<file path="config.mk">
export PLATFORM = sky130hd
export DESIGN_NAME = hmb_top
export DESIGN_NICKNAME = d
export VERILOG_FILES = /design/src/hdl/hmb_pkg.sv /design/src/hdl/hmb_tx_seq.sv /design/src/hdl/hmb_rx_seq.sv /design/src/hdl/hmb_top.sv
export SDC_FILE = /design/constraint.sdc
export NUM_CORES = 1
export LEC_CHECK = 0
export ABC_AREA = 1
export BUFFER_PORTS_ARGS = -buffer_cell sky130_fd_sc_hd__buf_2
export CORE_MARGIN = 1.5
export CORE_UTILIZATION = 30
export CTS_BUF_LIST = sky130_fd_sc_hd__clkbuf_16
export DETAILED_ROUTE_END_ITERATION = 10
export PLACE_DENSITY_LB_ADDON = 0.25
export SYNTH_ARGS = -nofsm -noshare
export SYNTH_HDL_FRONTEND = slang
export SYNTH_SLANG_ARGS = --single-unit
</file>
<file path="constraint.sdc">
create_clock -name sys_clk -period 2.2 [get_ports sys_clk]
set_input_delay 0.44 -clock sys_clk [delete_from_list [all_inputs] [get_ports sys_clk]]
set_output_delay 0.44 -clock sys_clk [all_outputs]
set_load 0.02 [all_outputs]
</file>
<file path="src/hdl/hmb_pkg.sv">
/*
  Shared constants for the link message buffer/count block.
  Assumes a 32-bit APB slave with word-aligned register slots.
*/
package hmb_pkg;
  // Address bus width in bits
  localparam int ADDR_W = 12;
  // Register indices; the byte address is four times the index
  localparam logic [9:0] IDX_CTRL = 10'h153;
  localparam logic [9:0] IDX_TXC  = 10'h154;
  localparam logic [9:0] IDX_RXC  = 10'h155;
  localparam logic [9:0] IDX_STAT = 10'h156;
  localparam logic [9:0] IDX_MASK = 10'h157;
  // Count field width and buffer select/pointer bit
  localparam int CNT_W   = 7;
  localparam int SEL_BIT = 7;
  // Control bits
  localparam int CTRL_MSG   = 0;
  localparam int CTRL_FCS   = 1;
  localparam int CTRL_RXMOS = 2;
  localparam int CTRL_W     = 3;
  // Status and mask bits
  localparam int ST_TX_END_OF_TRANSFER = 0;
  localparam int ST_RX_END_OF_TRANSFER = 1;
  localparam int ST_RXMSG = 2;
  localparam int ST_W     = 3;
  // Reset values
  localparam logic [7:0]        RST_TXC  = 8'h00;
  localparam logic [7:0]        RST_RXC  = 8'h00;
  localparam logic [CTRL_W-1:0] RST_CTRL = 3'h0;
  localparam logic [ST_W-1:0]   RST_MASK = 3'h0;
  // Message buffer base offsets inside a channel
  localparam logic [11:0] TXBUF0_BASE = 12'h600;
  localparam logic [11:0] TXBUF1_BASE = 12'h700;
  // Transmit sequencer states, one-hot
  typedef enum logic [2:0] {
    TX_IDLE = 3'b001,
    TX_SEND = 3'b010,
    TX_FCS  = 3'b100
  } hmb_tx_state_t;
endpackage : hmb_pkg

</file>
<file path="src/hdl/hmb_tx_seq.sv">
/*
  Transmit sequencer: counts octets or repetitions of one buffer.
  Assumes the link engine pulses one strobe per octet/repetition.
*/
`timescale 1ns/10ps
`default_nettype none
module hmb_tx_seq import hmb_pkg::*; (
  // Clock and reset
  input  wire logic             sys_clk,
  input  wire logic             nrst,
  // Start request, sampled together
  input  wire logic             start,
  input  wire logic             sel,
  input  wire logic [CNT_W-1:0] count,
  input  wire logic             msg,
  input  wire logic             fcs_en,
  // Link engine strobes
  input  wire logic             octet_taken,
  input  wire logic             fcs_done,
  input  wire logic             rep_done,
  // Status
  output logic                  active_q,
  output logic                  buf_q,
  output logic                  msg_q,
  output logic [CNT_W-1:0]      idx_q,
  output logic                  fcs_phase_q,
  output logic                  done_q
);
  hmb_tx_state_t    state_q;  // Sequencer state
  logic [CNT_W-1:0] cnt_q;    // Programmed count
  logic             fcs_q;    // Checksum append enabled
  logic [CNT_W-1:0] nxt;      // Next index
  assign nxt = CNT_W'(idx_q + 1'b1);

  // Sequencer; a zero repeat count never finishes
  always_ff @(posedge sys_clk or negedge nrst) begin
    if (!nrst) begin
      state_q     <= TX_IDLE;
      active_q    <= 1'b0;
      buf_q       <= 1'b0;
      msg_q       <= 1'b0;
      fcs_q       <= 1'b0;
      cnt_q       <= '0;
      idx_q       <= '0;
      fcs_phase_q <= 1'b0;
      done_q      <= 1'b0;
    end else begin
      done_q <= 1'b0;
      case (state_q)
        TX_IDLE: begin
          if (start) begin
            state_q  <= TX_SEND;
            active_q <= 1'b1;
            buf_q    <= sel;
            msg_q    <= msg;
            fcs_q    <= fcs_en & msg;
            cnt_q    <= count;
            idx_q    <= '0;
          end
        end
        TX_SEND: begin
          if (msg_q && (cnt_q == '0 || (octet_taken && nxt == cnt_q))) begin
            if (fcs_q) begin
              state_q     <= TX_FCS;
              fcs_phase_q <= 1'b1;
            end else begin
              state_q  <= TX_IDLE;
              active_q <= 1'b0;
              done_q   <= 1'b1;
            end
          end else if (msg_q && octet_taken) begin
            idx_q <= nxt;
          end else if (!msg_q && rep_done) begin
            if (cnt_q != '0 && nxt == cnt_q) begin
              state_q  <= TX_IDLE;
              active_q <= 1'b0;
              done_q   <= 1'b1;
            end else begin
              idx_q <= (cnt_q == '0) ? '0 : nxt;
            end
          end
        end
        TX_FCS: begin
          if (fcs_done) begin
            state_q     <= TX_IDLE;
            active_q    <= 1'b0;
            fcs_phase_q <= 1'b0;
            done_q      <= 1'b1;
          end
        end
        default: begin
          state_q  <= TX_IDLE;
          active_q <= 1'b0;
        end
      endcase
    end
  end
endmodule : hmb_tx_seq
`default_nettype wire

</file>
<file path="src/hdl/hmb_rx_seq.sv">
/*
  Receive repetition counter for bit-oriented reception.
  Assumes one rep_done pulse per received repetition.
*/
`timescale 1ns/10ps
`default_nettype none
module hmb_rx_seq import hmb_pkg::*; (
  // Clock and reset
  input  wire logic             sys_clk,
  input  wire logic             nrst,
  // Configuration
  input  wire logic             rep_mode,
  input  wire logic [CNT_W-1:0] target,
  input  wire logic             restart,
  // Link strobe
  input  wire logic             rep_done,
  // Event
  output logic [CNT_W-1:0]      reps_q,
  output logic                  eot_q
);
  logic [CNT_W-1:0] nxt;  // Next count
  assign nxt = CNT_W'(reps_q + 1'b1);

  always_ff @(posedge sys_clk or negedge nrst) begin
    if (!nrst) begin
      reps_q <= '0;
      eot_q  <= 1'b0;
    end else begin
      eot_q <= 1'b0;
      if (restart) begin
        reps_q <= '0;
      end else if (rep_mode && rep_done && target != '0) begin
        if (nxt == target) begin
          reps_q <= '0;
          eot_q  <= 1'b1;
        end else begin
          reps_q <= nxt;
        end
      end
    end
  end
endmodule : hmb_rx_seq
`default_nettype wire

</file>
<file path="src/hdl/hmb_top.sv">
/*
  Message buffer selection and byte/repetition counting for the
  third data-link controller pair, with APB registers and IRQ.
  Assumes a link engine that moves octets and reports strobes,
  and an APB master obeying the usual setup/access protocol.
*/
// Decided for this implementation: the APB interface to the registers.
// Contract
// - Select bit chooses transmit buffer
// - Read bit shows next free buffer
// - Busy buffer forces other buffer shown (with both busy, the code shows the buffer not last written)
// - Bit mode: repeat count then interrupt
// - Bit mode zero count repeats forever
// - Message mode sends exact octet count
// - Checksum octets added beyond count
// - Receive pointer names newest buffer
// - Receive repeat count raises end
// - Receive zero count never ends
// - Receive size includes header and checksum
`timescale 1ns/10ps
`default_nettype none
module hmb_top import hmb_pkg::*; (
  // Clock and reset
  input  wire logic              sys_clk,
  input  wire logic              nrst,
  // APB slave
  input  wire logic              psel,
  input  wire logic              penable,
  input  wire logic              pwrite,
  input  wire logic [ADDR_W-1:0] paddr,
  input  wire logic [31:0]       pwdata,
  output logic [31:0]            prdata,
  output logic                   pready,
  output logic                   pslverr,
  // Transmit link engine
  input  wire logic              tx_octet_taken,
  input  wire logic              tx_fcs_done,
  input  wire logic              tx_rep_done,
  output logic                   tx_active,
  output logic                   tx_buffer,
  output logic                   tx_msg_mode,
  output logic [CNT_W-1:0]       tx_octet_index,
  output logic                   tx_fcs_phase,
  // Receive link engine
  input  wire logic              rx_rep_done,
  input  wire logic              rx_msg_done,
  input  wire logic              rx_msg_buffer,
  input  wire logic [CNT_W-1:0]  rx_msg_length,
  // Interrupt
  output logic                   irq
);

  // Decode helper: word-aligned hit on a register index
  function automatic logic hit(input logic [ADDR_W-1:0] a,
                               input logic [9:0]        idx);
    hit = (a[ADDR_W-1:2] == idx) && (a[1:0] == 2'b00);
  endfunction : hit

  // Bus phase terms
  logic pready_q;     // Answer flag
  logic [31:0] prd_q; // Read data
  logic perr_q;       // Unmapped access
  logic acc_s;        // First access cycle
  logic fin_s;        // Completing edge
  logic wr_s;         // Write takes effect

  // Register state
  logic [CTRL_W-1:0] ctrl_q;  // Mode and checksum control
  logic [CNT_W-1:0]  txcnt_q; // Last written transmit count
  logic              rxptr_q; // Newest receive buffer
  logic [CNT_W-1:0]  rxcnt_q; // Receive count field
  logic [ST_W-1:0]   stat_q;  // Sticky events
  logic [ST_W-1:0]   mask_q;  // Interrupt enables
  logic              irq_q;   // Registered interrupt

  // Transmit buffer bookkeeping
  logic [1:0]       pend_q;  // Buffer holds unsent message
  logic             last_q;  // Most recently chosen buffer
  logic             qv_q;    // Queued start waiting
  logic             qbuf_q;  // Queued buffer
  logic [CNT_W-1:0] qcnt_q;  // Queued count
  logic             avail;   // Next free buffer
  logic             start;   // Sequencer start
  logic             s_sel;   // Start buffer
  logic [CNT_W-1:0] s_cnt;   // Start count
  logic             wr_txc;  // Count register write
  logic             wr_rxc;  // Receive register write

  // Sequencer results
  logic             seq_act;
  logic             seq_buf;
  logic             seq_msg;
  logic [CNT_W-1:0] seq_idx;
  logic             seq_fcs;
  logic             seq_done;
  logic             rx_eot;
  logic [ST_W-1:0]  ev_set;

  assign acc_s  = psel & penable & ~pready_q;
  assign fin_s  = psel & penable & pready_q;
  assign wr_s   = fin_s & pwrite;
  assign wr_txc = wr_s & hit(paddr, IDX_TXC);
  assign wr_rxc = wr_s & hit(paddr, IDX_RXC);

  // One wait state: answer in the cycle after access begins
  always_ff @(posedge sys_clk or negedge nrst) begin
    if (!nrst) begin
      pready_q <= 1'b0;
      perr_q   <= 1'b0;
    end else begin
      pready_q <= acc_s;
      perr_q   <= acc_s & ~(hit(paddr, IDX_CTRL) | hit(paddr, IDX_TXC)
                  | hit(paddr, IDX_RXC) | hit(paddr, IDX_STAT)
                  | hit(paddr, IDX_MASK));
    end
  end

  // free buffer for the host
  // Neither or both busy: ping-pong against the last choice
  always_comb begin
    if (pend_q[0] ^ pend_q[1]) begin
      avail = pend_q[0];
    end else begin
      avail = ~last_q;
    end
  end

  // Read mux, registered with the answer
  always_ff @(posedge sys_clk or negedge nrst) begin
    if (!nrst) begin
      prd_q <= 32'h0000_0000;
    end else if (acc_s && !pwrite) begin
      prd_q <= 32'h0000_0000;
      if (hit(paddr, IDX_CTRL)) begin
        prd_q[CTRL_W-1:0] <= ctrl_q;
      end else if (hit(paddr, IDX_TXC)) begin
        prd_q[7:0] <= {avail, txcnt_q};
      end else if (hit(paddr, IDX_RXC)) begin
        prd_q[7:0] <= {rxptr_q, rxcnt_q};
      end else if (hit(paddr, IDX_STAT)) begin
        prd_q[ST_W-1:0] <= stat_q;
      end else if (hit(paddr, IDX_MASK)) begin
        prd_q[ST_W-1:0] <= mask_q;
      end
    end
  end

  // Plain control and mask registers
  always_ff @(posedge sys_clk or negedge nrst) begin
    if (!nrst) begin
      ctrl_q <= RST_CTRL;
      mask_q <= RST_MASK;
    end else begin
      if (wr_s && hit(paddr, IDX_CTRL)) begin
        ctrl_q <= pwdata[CTRL_W-1:0];
      end
      if (wr_s && hit(paddr, IDX_MASK)) begin
        mask_q <= pwdata[ST_W-1:0];
      end
    end
  end

  // write launches or queues
  // A write while busy waits in a one-deep queue;
  // a second write while queued replaces the first.
  always_comb begin
    start = 1'b0;
    s_sel = pwdata[SEL_BIT];
    s_cnt = pwdata[CNT_W-1:0];
    if (!seq_act && qv_q) begin
      start = 1'b1;
      s_sel = qbuf_q;
      s_cnt = qcnt_q;
    end else if (!seq_act && wr_txc) begin
      start = 1'b1;
    end
  end

  // Transmit count register, queue and buffer occupancy
  always_ff @(posedge sys_clk or negedge nrst) begin
    if (!nrst) begin
      txcnt_q <= RST_TXC[CNT_W-1:0];
      last_q  <= 1'b1;
      pend_q  <= 2'b00;
      qv_q    <= 1'b0;
      qbuf_q  <= 1'b0;
      qcnt_q  <= '0;
    end else begin
      if (start && qv_q) begin
        qv_q <= 1'b0;
      end
      if (wr_txc) begin
        txcnt_q <= pwdata[CNT_W-1:0];
        last_q  <= pwdata[SEL_BIT];
        if (seq_act || qv_q) begin
          qv_q   <= 1'b1;
          qbuf_q <= pwdata[SEL_BIT];
          qcnt_q <= pwdata[CNT_W-1:0];
        end
      end
      // Set wins over the finishing clear
      for (int b = 0; b < 2; b++) begin
        if (wr_txc && pwdata[SEL_BIT] == b[0]) begin
          pend_q[b] <= 1'b1;
        end else if (seq_done && seq_buf == b[0]) begin
          pend_q[b] <= 1'b0;
        end
      end
    end
  end

  // Transmit sequencer
  hmb_tx_seq u_tx (
    .sys_clk     (sys_clk),
    .nrst        (nrst),
    .start       (start),
    .sel         (s_sel),
    .count       (s_cnt),
    .msg         (ctrl_q[CTRL_MSG]),
    .fcs_en      (ctrl_q[CTRL_FCS]),
    .octet_taken (tx_octet_taken),
    .fcs_done    (tx_fcs_done),
    .rep_done    (tx_rep_done),
    .active_q    (seq_act),
    .buf_q       (seq_buf),
    .msg_q       (seq_msg),
    .idx_q       (seq_idx),
    .fcs_phase_q (seq_fcs),
    .done_q      (seq_done)
  );

  // Receive repetition counter
  hmb_rx_seq u_rx (
    .sys_clk  (sys_clk),
    .nrst     (nrst),
    .rep_mode (~ctrl_q[CTRL_RXMOS]),
    .target   (rxcnt_q),
    .restart  (wr_rxc),
    .rep_done (rx_rep_done),
    .reps_q   (),
    .eot_q    (rx_eot)
  );

  // Receive pointer and count; hardware update wins
  always_ff @(posedge sys_clk or negedge nrst) begin
    if (!nrst) begin
      rxptr_q <= RST_RXC[SEL_BIT];
      rxcnt_q <= RST_RXC[CNT_W-1:0];
    end else begin
      if (wr_rxc) begin
        rxptr_q <= pwdata[SEL_BIT];
        rxcnt_q <= pwdata[CNT_W-1:0];
      end
      if (rx_msg_done) begin
        rxptr_q <= rx_msg_buffer;
      end
      if (rx_msg_done && ctrl_q[CTRL_RXMOS]) begin
        rxcnt_q <= rx_msg_length;
      end
    end
  end

  // Event sources for the sticky status
  always_comb begin
    ev_set           = '0;
    ev_set[ST_TX_END_OF_TRANSFER] = seq_done;
    ev_set[ST_RX_END_OF_TRANSFER] = rx_eot;
    ev_set[ST_RXMSG] = rx_msg_done;
  end

  // Sticky status, write one to clear; a new event wins
  always_ff @(posedge sys_clk or negedge nrst) begin
    if (!nrst) begin
      stat_q <= '0;
    end else if (wr_s && hit(paddr, IDX_STAT)) begin
      stat_q <= (stat_q & ~pwdata[ST_W-1:0]) | ev_set;
    end else begin
      stat_q <= stat_q | ev_set;
    end
  end

  // Level interrupt from unmasked status, registered
  always_ff @(posedge sys_clk or negedge nrst) begin
    if (!nrst) begin
      irq_q <= 1'b0;
    end else if (wr_s && hit(paddr, IDX_STAT)) begin
      irq_q <= |(((stat_q & ~pwdata[ST_W-1:0]) | ev_set) & mask_q);
    end else begin
      irq_q <= |((stat_q | ev_set) & mask_q);
    end
  end

  // Outputs, each straight from a flip-flop
  assign prdata         = prd_q;
  assign pready         = pready_q;
  assign pslverr        = perr_q;
  assign tx_active      = seq_act;
  assign tx_buffer      = seq_buf;
  assign tx_octet_index = seq_idx;
  assign tx_fcs_phase   = seq_fcs;
  assign irq            = irq_q;

  // Mode flag captured at start; reset shows bit mode
  always_ff @(posedge sys_clk or negedge nrst) begin
    if (!nrst) begin
      tx_msg_mode <= 1'b0;
    end else begin
      tx_msg_mode <= (start) ? ctrl_q[CTRL_MSG] : tx_msg_mode;
    end
  end
endmodule : hmb_top
`default_nettype wire

</file>
==> Yosys cells after proc, flatten, opt, wreduce, memory -nomap -nowiden <==
Cells that the tools add are included.
{ "word_totals": {"word_cells": 188, "ram_bits": 0, "latchBits": 0, "input_bits": 62, "mem_bits_ro": 0, "memories": 0, "regBits": 79, "output_inout_bits": 46} }
{ "classes": {"n_reduce_logical": 48, "n_mux": 64, "n_div": 0, "mul": 0, "n_eq_ne": 21, "n_shift": 0, "bitwise_logic": 25, "add_sub_neg": 2, "magnitude_cmp": 0} }
{ "ops": {"columns": ["op", "count"], "rows": [
  ["$mux W7", 12],
  ["$eq A10 B9 Y1 const B", 5],
  ["$mux W3", 12],
  ["$mux W1", 32],
  ["$logic_and A1 B1 Y1", 24],
  ["$add A7 B1 Y7 const B", 2],
  ["$eq A7 B7 Y1", 2],
  ["$pmux W7 S2", 1],
  ["$reduce_bool A2 Y1", 7],
  ["$reduce_bool A7 Y1", 2],
  ["$mux W5", 2],
  ["$reduce_and A5 Y1", 2],
  ["$and A3 B3 Y3", 3],
  ["$ne A3 B1 Y1 const B", 3],
  ["$pmux W3 S3", 1],
  ["$and A1 B1 Y1", 8],
  ["$mux W8", 1],
  ["$logic_not A7 Y1", 1],
  ["$ne A2 B2 Y1 const B", 3],
  ["$ne A3 B2 Y1 const B", 2],
  ["$not A1 Y1", 6],
  ["$or A3 B3 Y3", 2],
  ["$reduce_and A6 Y1", 1],
  ["$reduce_or A3 Y1", 2],
  ["other kinds (15)", 24]
]} }

==> Depth between registers and ports, before layout <==
Gate-level depths: netlist of the first run.
{ "logic_depth": {"ltp_word": 11, "mapped_depth": 16} }

==> Cells and area by module <==
A second synthesis of the first run with hierarchy kept.
{ "hier_totals": {"hier_cells": 628, "area_unflattened_um2": 4715.8} }
{ "by_module_without_submodules": {"columns": ["module", "cells_each", "instances", "area_per_inst_um2"], "rows": [
  ["hmb_top", 342, 1, 2716.4],
  ["hmb_tx_seq", 183, 1, 1366.3],
  ["hmb_rx_seq", 103, 1, 633.1]
]} }

==> Worst setup path before layout of the first run <==
Ideal clock, no wire load.
{ "synth_timing": {"path_type": "register -> register", "from": "register u_tx.idx_q[0]", "to": "register u_tx.idx_q[2]", "t_arrival_ns": 1.919, "path_stages_with_launch": 15, "n_path_buf": 1, "path_slack_ns": 0.207, "synth_period_minus_slack_ns": 1.993, "required_ns": 2.126, "setup_ns": 0.074, "path_cell_list": "dfrtp_1 > ha_1 > nand2_2 > nor2_1 > nand3_1 > nand3_1 > nand2_1 > nor2_1 > nand3_1 > nand2_1 > nand2_1 > nand2_4 > buf_8 > nand2_2 > o21ai_2"} }
{ "synth_between": {"elab_chain_len": 7, "word_cells_on_any_way": 15, "cone_classes": "add/sub: 1; eq/ne: 3; mux: 6; reduce/logical: 5"} }
{ "synth_lines": {"columns": ["item", "line_no", "rtl"], "rows": [
  ["start: declaration", "hmb_tx_seq.sv:25", "output logic [CNT_W-1:0] idx_q,"],
  ["start signal: assignment", "hmb_tx_seq.sv:72", "idx_q <= nxt;"],
  ["start signal: assignment", "hmb_tx_seq.sv:79", "idx_q <= (cnt_q == '0) ? '0 : nxt;"],
  ["$add A7 B1 Y7 (*)", "hmb_tx_seq.sv:33", "assign nxt = CNT_W'(idx_q + 1'b1);"],
  ["$eq A7 B7 Y1 / $mux W7 (equally long branches)", "hmb_tx_seq.sv:62, hmb_tx_seq.sv:74, hmb_tx_seq.sv:79", null],
  ["$logic_and A1 B1 Y1 / $mux W7 (equally long branches)", "hmb_tx_seq.sv:62, hmb_tx_seq.sv:74", null],
  ["$logic_or A1 B1 Y1 / $mux W7 (equally long branches)", "hmb_tx_seq.sv:62, hmb_tx_seq.sv:73", null],
  ["$logic_and A1 B1 Y1 / $mux W7 (equally long branches)", "hmb_tx_seq.sv:62, hmb_tx_seq.sv:71", null],
  ["$ne A2 B2 Y1 (no source line) / $mux W7 (equally long branches)", null, null],
  ["$reduce_and A5 Y1 (no source line) / $pmux W7 S2 (equally long branches)", null, null]
]} }
Every way passes the cells marked *; elsewhere a longest branch is shown, timed or not. The select of a mux whose other input is x is not followed.
A chain may end at the register's enable or synchronous reset.

==> Final worst setup path of the first run <==
{ "layout_timing": {"from": "register u_rx.reps_q[0]", "to": "register u_rx.reps_q[1]"} }
{ "layout_between": {"elab_chain_len": 5} }
{ "layout_lines": {"columns": ["item", "line_no", "rtl"], "rows": [
  ["start: declaration", "hmb_rx_seq.sv:18", "output logic [CNT_W-1:0] reps_q,"],
  ["start signal: assignment", "hmb_rx_seq.sv:37", "reps_q <= nxt;"],
  ["$add A7 B1 Y7 (*)", "hmb_rx_seq.sv:22", "assign nxt = CNT_W'(reps_q + 1'b1);"],
  ["$eq A7 B7 Y1", "hmb_rx_seq.sv:33", "if (nxt == target) begin"],
  ["$mux W7 (*)", "hmb_rx_seq.sv:33", null],
  ["$mux W7 (*)", "hmb_rx_seq.sv:32", "end else if (rep_mode && rep_done && target != '0) begin"],
  ["$mux W7 (*)", "hmb_rx_seq.sv:30", "if (restart) begin"]
]} }
Marked as above.

==> flow_summary.yaml, run 1 <==
clock_network:
  cts.clk_slew.worst_paths_ns: 0.06
  number_of_hold_buffers_added_after_cts: 0
  tritoncts.num_buffers: 9
  clk_latency_ns: 0.33
  tritoncts: "yes"
  htree_levels: 3
  clockBufferDepth: 2
  cts.sink_count: 79
  cts_root_buffer: "sky130_fd_sc_hd__clkbuf_16"
floorplan:
  core_region_um2: 14000
  num_rows: 43
  top_level_ports: 108
  die-height_um: 123
  die_w_um: 123
  floorplan.initialDensity_pct: 31.0
  design.die.area_um2: 15200
detailed_routing:
  via_count: 3779
  dr.first_iter.drc_count: 241
  drc_errors: 0
  postRouteAntennaNets: 0
  post_drt_wl_per_cell_um: 13.5
  via_per_inst: 4.71
  dr.pass1.iters: 5
  routed_wl_um: 10800
sta:
  timing.final.crit_share_pct: 90.1
  grt_setup_unrepaired: "yes"
  max_slew_margin_pct: 34.8
  post-route-min-period_ns: 1.98
  final_worst_path_setup_slack_ns: 0.219
  finalClockSkew_ns: 0.00383
  fmax_ghz: 0.505
  final-hold-violation-count: 0
  max_slew.worst_pin.slew_ns: 0.976
  final_setup_viols: 0
  setup_tns_ns: 0
  final_max_slew_viol_count: 0
grt:
  grt_first_pass_wirelength_um: 17700
  grt-ovfl-total: 0
  grt_start_max_net_pins: 46
  grt_antenna_before_repair: 0
  grt_usage_pct: 15.1
  grt_pass1_vias: 3643
synthesis:
  synth_cell_types: 46
  netlist_area_um2: 4350
  syn_avg_cell_area_um2: 8.03
  synth_async_sr_flop_share_pct: 100
  synth_flop_cell: "sky130_fd_sc_hd__dfrtp_1"
  leading_cell_type_by_number_of_instances_after_synthesis: "sky130_fd_sc_hd__nand2_1"
  postSynthRegisterBits: 79
  synth-seq-area-share_pct: 45.5
  netlist.top_cell.by_area: "sky130_fd_sc_hd__dfrtp_1"
  synth_enable_flop_cells: 0
  yosys_warnings: 0
  yosys-top-cells-area: "sky130_fd_sc_hd__dfrtp_1, sky130_fd_sc_hd__nand2_1, sky130_fd_sc_hd__inv_1, sky130_fd_sc_hd__o21ai_0, sky130_fd_sc_hd__nand3_1"
  netlist_top_cells_count: "sky130_fd_sc_hd__nand2_1, sky130_fd_sc_hd__dfrtp_1, sky130_fd_sc_hd__inv_1"
  synth_largest_type_area_fraction_pct: 44.3
  syn-instance-count: 542
pwr:
  power_mw: 3.78
  power_leakage_nw: 2.59
  pwr_density_cell_nw_per_um2: 731
  worst_ir_drop_on_vdd_v: 0.000416
final_layout:
  antenna_cells_inserted: 0
  layout-area-overhead-vs-synth_pct: 18.8
  final_area_um2: 5170
  final_stage_net_count: 681
  drive_gt1_share_pct: 19.3
  fillCellCount: 1464
  final-instance-count-excl-fill: 802
placed_design:
  preCtsSetupSlack_ns: 0.131
  placed_wire_length_estimate_after_detailed_placement_um: 8260
  place.detailed.instances: 784
  portBuffers: 59
  dpl-instance-area_um2: 4830
  gp_routability_congestion: 0.892
setup_path:
  worst_setup_path_end_kind: "flip-flop"
  critical_path.startpoint_type: "flip-flop"
  critPathKind: "flip-flop to flip-flop"
  reg2reg_from: "u_rx.reps_q[0]$_DFFE_PN0P_"
  worstPathCellList: "ha_1 -> nand4_1 -> nor2_1 -> xor2_1 -> xor2_1 -> inv_1 -> nand3_1 -> nand2_1 -> o21ai_0"
  critical_path.slowest_cell: "sky130_fd_sc_hd__dfrtp_1"
  arr_time_crit_path_ns: 2.23
  regToRegEndpoint: "u_rx.reps_q[1]$_DFFE_PN0P_"
  worst_path_dominant_cell_family: "simple AND/OR/NAND/NOR gates"
  worst-path-max-fanout: 6
  timing.reg2reg.setup_slack_ns: 0.22
  crit_required_ns: 2.45
  timing.critical_path.buf_inv: 1
  worst-r2r-cell-count: 9
  path_common_cell: "sky130_fd_sc_hd__xor2_1"
  delay_of_the_slowest_cell_on_the_worst_path_ns: 0.42
min_path:
  worst_hold_path_type: "primary input to asynchronous set/reset pin"
flow_run:
  max_cap_viols: 0
run_status:
  run_status: "complete, no violations"
-- stage by stage --
step	util, %	hold slack (ns)
finish	36.8	0.0656
global route	36.8	0.100
CTS	36.6	0.0806
detailed placement	34.4	0.441
global placement	34.4	0.432
floorplan	-	0.144
-- worst reg2reg max path: cells and delay by family (launching register included) --
kind / cells / cell delay [ns]
AOI/OAI and AO/OA: 1 / 0.19
xor gates and xnor gates: 2 / 0.42
adders and majority gates: 1 / 0.23
buffers and inverters: 1 / 0.05
DFF: 1 / 0.42
and+or+nand+nor: 4 / 0.58
-- logic make-up after synthesis --
family / synth area share, %
and+or+nand+nor: 24.8
buffers and inverters: 12.1
AOI/OAI and AO/OA: 15.1
DFF: 45.5
xor gates and xnor gates: 1.81
adders and majority gates: 0.575
other: 0.0862
-- registers in the layout (all words and copies together), names as in the netlist, 2 cells and up --
register and cells:
u_tx.idx_q 7, prdata 8, rxcnt_q 7, u_rx.reps_q 7, u_tx.state_q 3, ctrl_q 3, pend_q 2, stat_q 3
txcnt_q 7, qcnt_q 7, u_tx.cnt_q 7, mask_q 3
-- repair_timing --
item | 4_1_cts | 5_1_grt
endpoints found under the setup margin | 0 | 10
setup buffers | 0 | 1
gates resized for setup | 0 | 5
-- placed cells by master, fill, tap and decap left out, types with 9 or more instances in the layout --
master                      count
sky130_fd_sc_hd__nor3_1        15
sky130_fd_sc_hd__nand3_1       37
sky130_fd_sc_hd__buf_2         58
sky130_fd_sc_hd__conb_1        24
sky130_fd_sc_hd__inv_1         76
sky130_fd_sc_hd__a21oi_1       11
sky130_fd_sc_hd__o211ai_1      10
sky130_fd_sc_hd__nor2_1        25
sky130_fd_sc_hd__clkbuf_16      9
sky130_fd_sc_hd__o21ai_0       47
sky130_fd_sc_hd__buf_4         11
sky130_fd_sc_hd__nand2_1      129
sky130_fd_sc_hd__dfrtp_1       77
-- worst max-delay path by stage --
stage	to	cells after the start	start
2_1_floorplan	u_tx.idx_q[2]$_DFFE_PN0P_	14	u_tx.idx_q[0]$_DFFE_PN0P_
3_3_place_gp	u_tx.fcs_q$_DFFE_PN0P_	11	paddr[7]
3_5_place_dp	u_tx.idx_q[5]$_DFFE_PN0P_	15	u_tx.idx_q[1]$_DFFE_PN0P_
4_1_cts	u_tx.idx_q[5]$_DFFE_PN0P_	15	u_tx.idx_q[1]$_DFFE_PN0P_
5_1_grt	u_tx.idx_q[4]$_DFFE_PN0P_	15	u_tx.idx_q[1]$_DFFE_PN0P_
6_report	u_rx.reps_q[1]$_DFFE_PN0P_	9	u_rx.reps_q[0]$_DFFE_PN0P_
-- final cells by class --
cell class	instances	area (µm²)	area share, %
Sequential cell	79	1980	38.3
Multi-Input combinational cell	378	1950	37.8
Timing Repair Buffer	71	413	7.99
Inverter	78	293	5.67
Clock buffer	9	225	4.36
Tap cell	180	225	4.36
Clock inverter	7	80.1	1.55
-- power breakdown --
part / leakage, nW / internal (mW) / switching, mW
Clock: 0.153 / 0.976 / 0.581
Combinational: 1.38 / 0.194 / 0.418
Sequential: 1.06 / 1.54 / 0.0677
-- metal layers --
layer	GRT usage [%]	wire length [µm]	vias up
met1	19.3	5050	1794
met5	0	0	-
met3	3.51	482	4
met4	3.52	53	0
li1	-	-	1887
met2	25.8	5260	94
Power figures use the tool's default switching activity.
==> run 2: changes to the inputs <==
ABC_AREA = not set   (was 1)
CORE_UTILIZATION = 46   (was 30)
CTS_BUF_LIST = sky130_fd_sc_hd__clkbuf_4 sky130_fd_sc_hd__clkbuf_8   (was sky130_fd_sc_hd__clkbuf_16)
==> run 2 against run 1 <==
- the flow now finishes with violations (negative setup slack)
- sequential share of layout area is 1.5 points lower
- clock-buffer cell count is 2 higher
- sequential power is 5% higher
- area after synthesis is 0.52% higher
- die area is 34% lower
- via count is 5.1% lower
- synthesized cell count is 19% lower
- routed wire length is 6.2% lower
- combinational power is 87% higher
==> flow_summary.yaml, run 2 <==
sta:
  max_slew.worst_pin.slew_ns: 0.530
  final-hold-violation-count: 0
  timing.final.crit_share_pct: 104
  finalClockSkew_ns: 0.0191
  grt_setup_unrepaired: "yes"
  max_slew_margin_pct: 64.5
  final_setup_viols: 7
  fmax_ghz: 0.439
  final_max_slew_viol_count: 0
  post-route-min-period_ns: 2.28
  final_worst_path_setup_slack_ns: -0.0801
clock_network:
  tritoncts.num_buffers: 9
  tritoncts: "yes"
  cts.clk_slew.worst_paths_ns: 0.08
  htree_levels: 3
  cts_root_buffer: "sky130_fd_sc_hd__clkbuf_8"
  clockBufferDepth: 2
  cts.sink_count: 79
  clk_latency_ns: 0.37
floorplan:
  design.die.area_um2: 10100
  num_rows: 35
  top_level_ports: 108
  core_region_um2: 9240
  floorplan.initialDensity_pct: 47.3
  die_w_um: 101
  die-height_um: 101
grt:
  grt_antenna_before_repair: 0
  grt_usage_pct: 21.4
  grt_first_pass_wirelength_um: 16900
  grt-ovfl-total: 0
  grt_start_max_net_pins: 35
  grt_pass1_vias: 3487
placed_design:
  placed_wire_length_estimate_after_detailed_placement_um: 7540
  portBuffers: 59
  dpl-instance-area_um2: 5040
  gp_routability_congestion: 0.867
synthesis:
  netlist_top_cells_count: "sky130_fd_sc_hd__dfrtp_1, sky130_fd_sc_hd__nand2_1, sky130_fd_sc_hd__o21ai_0"
  netlist.top_cell.by_area: "sky130_fd_sc_hd__dfrtp_1"
  synth_largest_type_area_fraction_pct: 44.1
  synth_async_sr_flop_share_pct: 100
  synth-seq-area-share_pct: 45.3
  leading_cell_type_by_number_of_instances_after_synthesis: "sky130_fd_sc_hd__dfrtp_1"
  yosys-top-cells-area: "sky130_fd_sc_hd__dfrtp_1, sky130_fd_sc_hd__nand2_1, sky130_fd_sc_hd__mux2_2, sky130_fd_sc_hd__mux2i_1, sky130_fd_sc_hd__buf_4"
  synth_enable_flop_cells: 0
  netlist_area_um2: 4370
  synth_cell_types: 65
  yosys_warnings: 0
  syn-instance-count: 441
  postSynthRegisterBits: 79
  syn_avg_cell_area_um2: 9.92
  synth_flop_cell: "sky130_fd_sc_hd__dfrtp_1"
final_layout:
  antenna_cells_inserted: 0
  final_stage_net_count: 608
  multiInputGateArea_um2: 2320
  number_of_flip_flops_under_the_largest_register_name: 8
  layout-area-overhead-vs-synth_pct: 22.9
  final_area_um2: 5380
  drive_gt1_share_pct: 32.2
  layout_common_cells: "sky130_fd_sc_hd__dfrtp_1, sky130_fd_sc_hd__nand2_1, sky130_fd_sc_hd__buf_2"
  layout_commonest_cell: "sky130_fd_sc_hd__dfrtp_1"
  fillCellCount: 828
  sequential_cell_area_um2: 1980
setup_path:
  worst_setup_path_end_kind: "flip-flop"
  crit_required_ns: 2.46
  critPathKind: "flip-flop to flip-flop"
  critical_path.startpoint_type: "flip-flop"
  worst-path-max-fanout: 4
  arr_time_crit_path_ns: 2.54
detailed_routing:
  via_count: 3588
  postRouteAntennaNets: 0
  drc_errors: 0
  routed_wl_um: 10200
  dr.pass1.iters: 5
  post_drt_wl_per_cell_um: 15.0
  dr.first_iter.drc_count: 160
  via_per_inst: 5.29
pwr:
  pwr_density_cell_nw_per_um2: 754
  power_leakage_nw: 2.57
  power_mw: 4.05
  worst_ir_drop_on_vdd_v: 0.000373
run_status:
  violated_checks: "negative setup slack"
  run_status: "finished with violations"
flow_run:
  max_cap_viols: 0
min_path:
  worst_hold_path_type: "primary input to flip-flop"
run 2: through the flow:
step	setup TNS (ns)	std cells	worst slack, ns	hold WS (ns)	util, %
floorplan	-0.398	464	-0.128	0.144	-
global placement	-1.01	658	-0.112	0.379	54.5
detailed placement	-1.38	658	-0.128	0.381	54.5
CTS	-0.412	678	-0.0642	0.279	57.9
global route	-1.17	678	-0.173	0.303	58.2
finish	-0.454	678	-0.0801	0.278	58.2
run 2: cell families (layout without fill, tap and decap cells):
| family | Yosys count | after routing | synth area share, % |
|---|---|---|---|
| mux | 43 | 43 | 10.5 |
| simple gates | 160 | 160 | 19.2 |
| fa+ha+maj | 4 | 4 | 1.03 |
| compound gates | 91 | 91 | 13.8 |
| other cells | 1 | 24 | 0.0858 |
| xor+xnor | 20 | 20 | 4.32 |
| buf+inv | 43 | 128 | 5.78 |
| flops | 79 | 79 | 45.3 |
run 2: metal layers:
metal  share of wire (%)  wire [µm]  track usage, %
met1                  47       4810            29.3
met2                  48       4880            34.9
met3                 3.5        352            4.09
met4                 1.2        124            6.39
met5                   0          0               0
run 2: timing repair:
action / in CTS / in global routing
buffers inserted: 3 / 1
gates resized for setup: 9 / 8
hold buffers: 1 / 0
pin swaps: 4 / 5
endpoints found under the hold margin: 5 / 0
setup endpoints to repair: 9 / 13
run 2: cell type report:
| class | instances | share of cell area, % |
|---|---|---|
| Clock inverter | 5 | 1.58 |
| Tap cell | 129 | 3.00 |
| Multi-Input combinational cell | 342 | 43.2 |
| Clock buffer | 11 | 2.58 |
| Timing Repair Buffer | 104 | 12.2 |
| Inverter | 8 | 0.559 |
| Sequential cell | 79 | 36.9 |
run 2: power breakdown:
part / total (mW) / leakage, nW / internal [mW] / switching (mW)
clock: 1.22 / 0.111 / 0.669 / 0.553
combinational: 1.14 / 1.41 / 0.528 / 0.610
sequential: 1.69 / 1.05 / 1.57 / 0.127
run 2: final timing paths:
check | slack, ns | from | end | depth (start not counted)
max in group asynchronous | 1.01 | nrst | u_tx.state_q[0]$_DFFE_PN1P_ | 3
worst max register to register | -0.08 | u_tx.idx_q[0]$_DFFE_PN0P_ | u_tx.done_q$_DFF_PN0_ | 8
worst min-delay path | 0.28 | rx_msg_length[4] | rxcnt_q[4]$_DFFE_PN0P_ | 3
worst min register to register | 0.46 | last_q$_DFFE_PN1N_ | last_q$_DFFE_PN1N_ | 2
worst max-delay path | -0.08 | u_tx.idx_q[0]$_DFFE_PN0P_ | u_tx.done_q$_DFF_PN0_ | 8
min in group asynchronous | 0.52 | nrst | u_rx.reps_q[4]$_DFFE_PN0P_ | 2
run 2: critical path, stage by stage (launching register included):
cell                       delay (ns)
sky130_fd_sc_hd__dfrtp_2         0.44
sky130_fd_sc_hd__ha_4            0.17
sky130_fd_sc_hd__and3_4          0.15
sky130_fd_sc_hd__and3_4          0.14
sky130_fd_sc_hd__or4b_4          0.52
sky130_fd_sc_hd__nor3_4          0.20
sky130_fd_sc_hd__buf_6           0.14
sky130_fd_sc_hd__a31oi_2         0.10
sky130_fd_sc_hd__a221oi_2        0.33
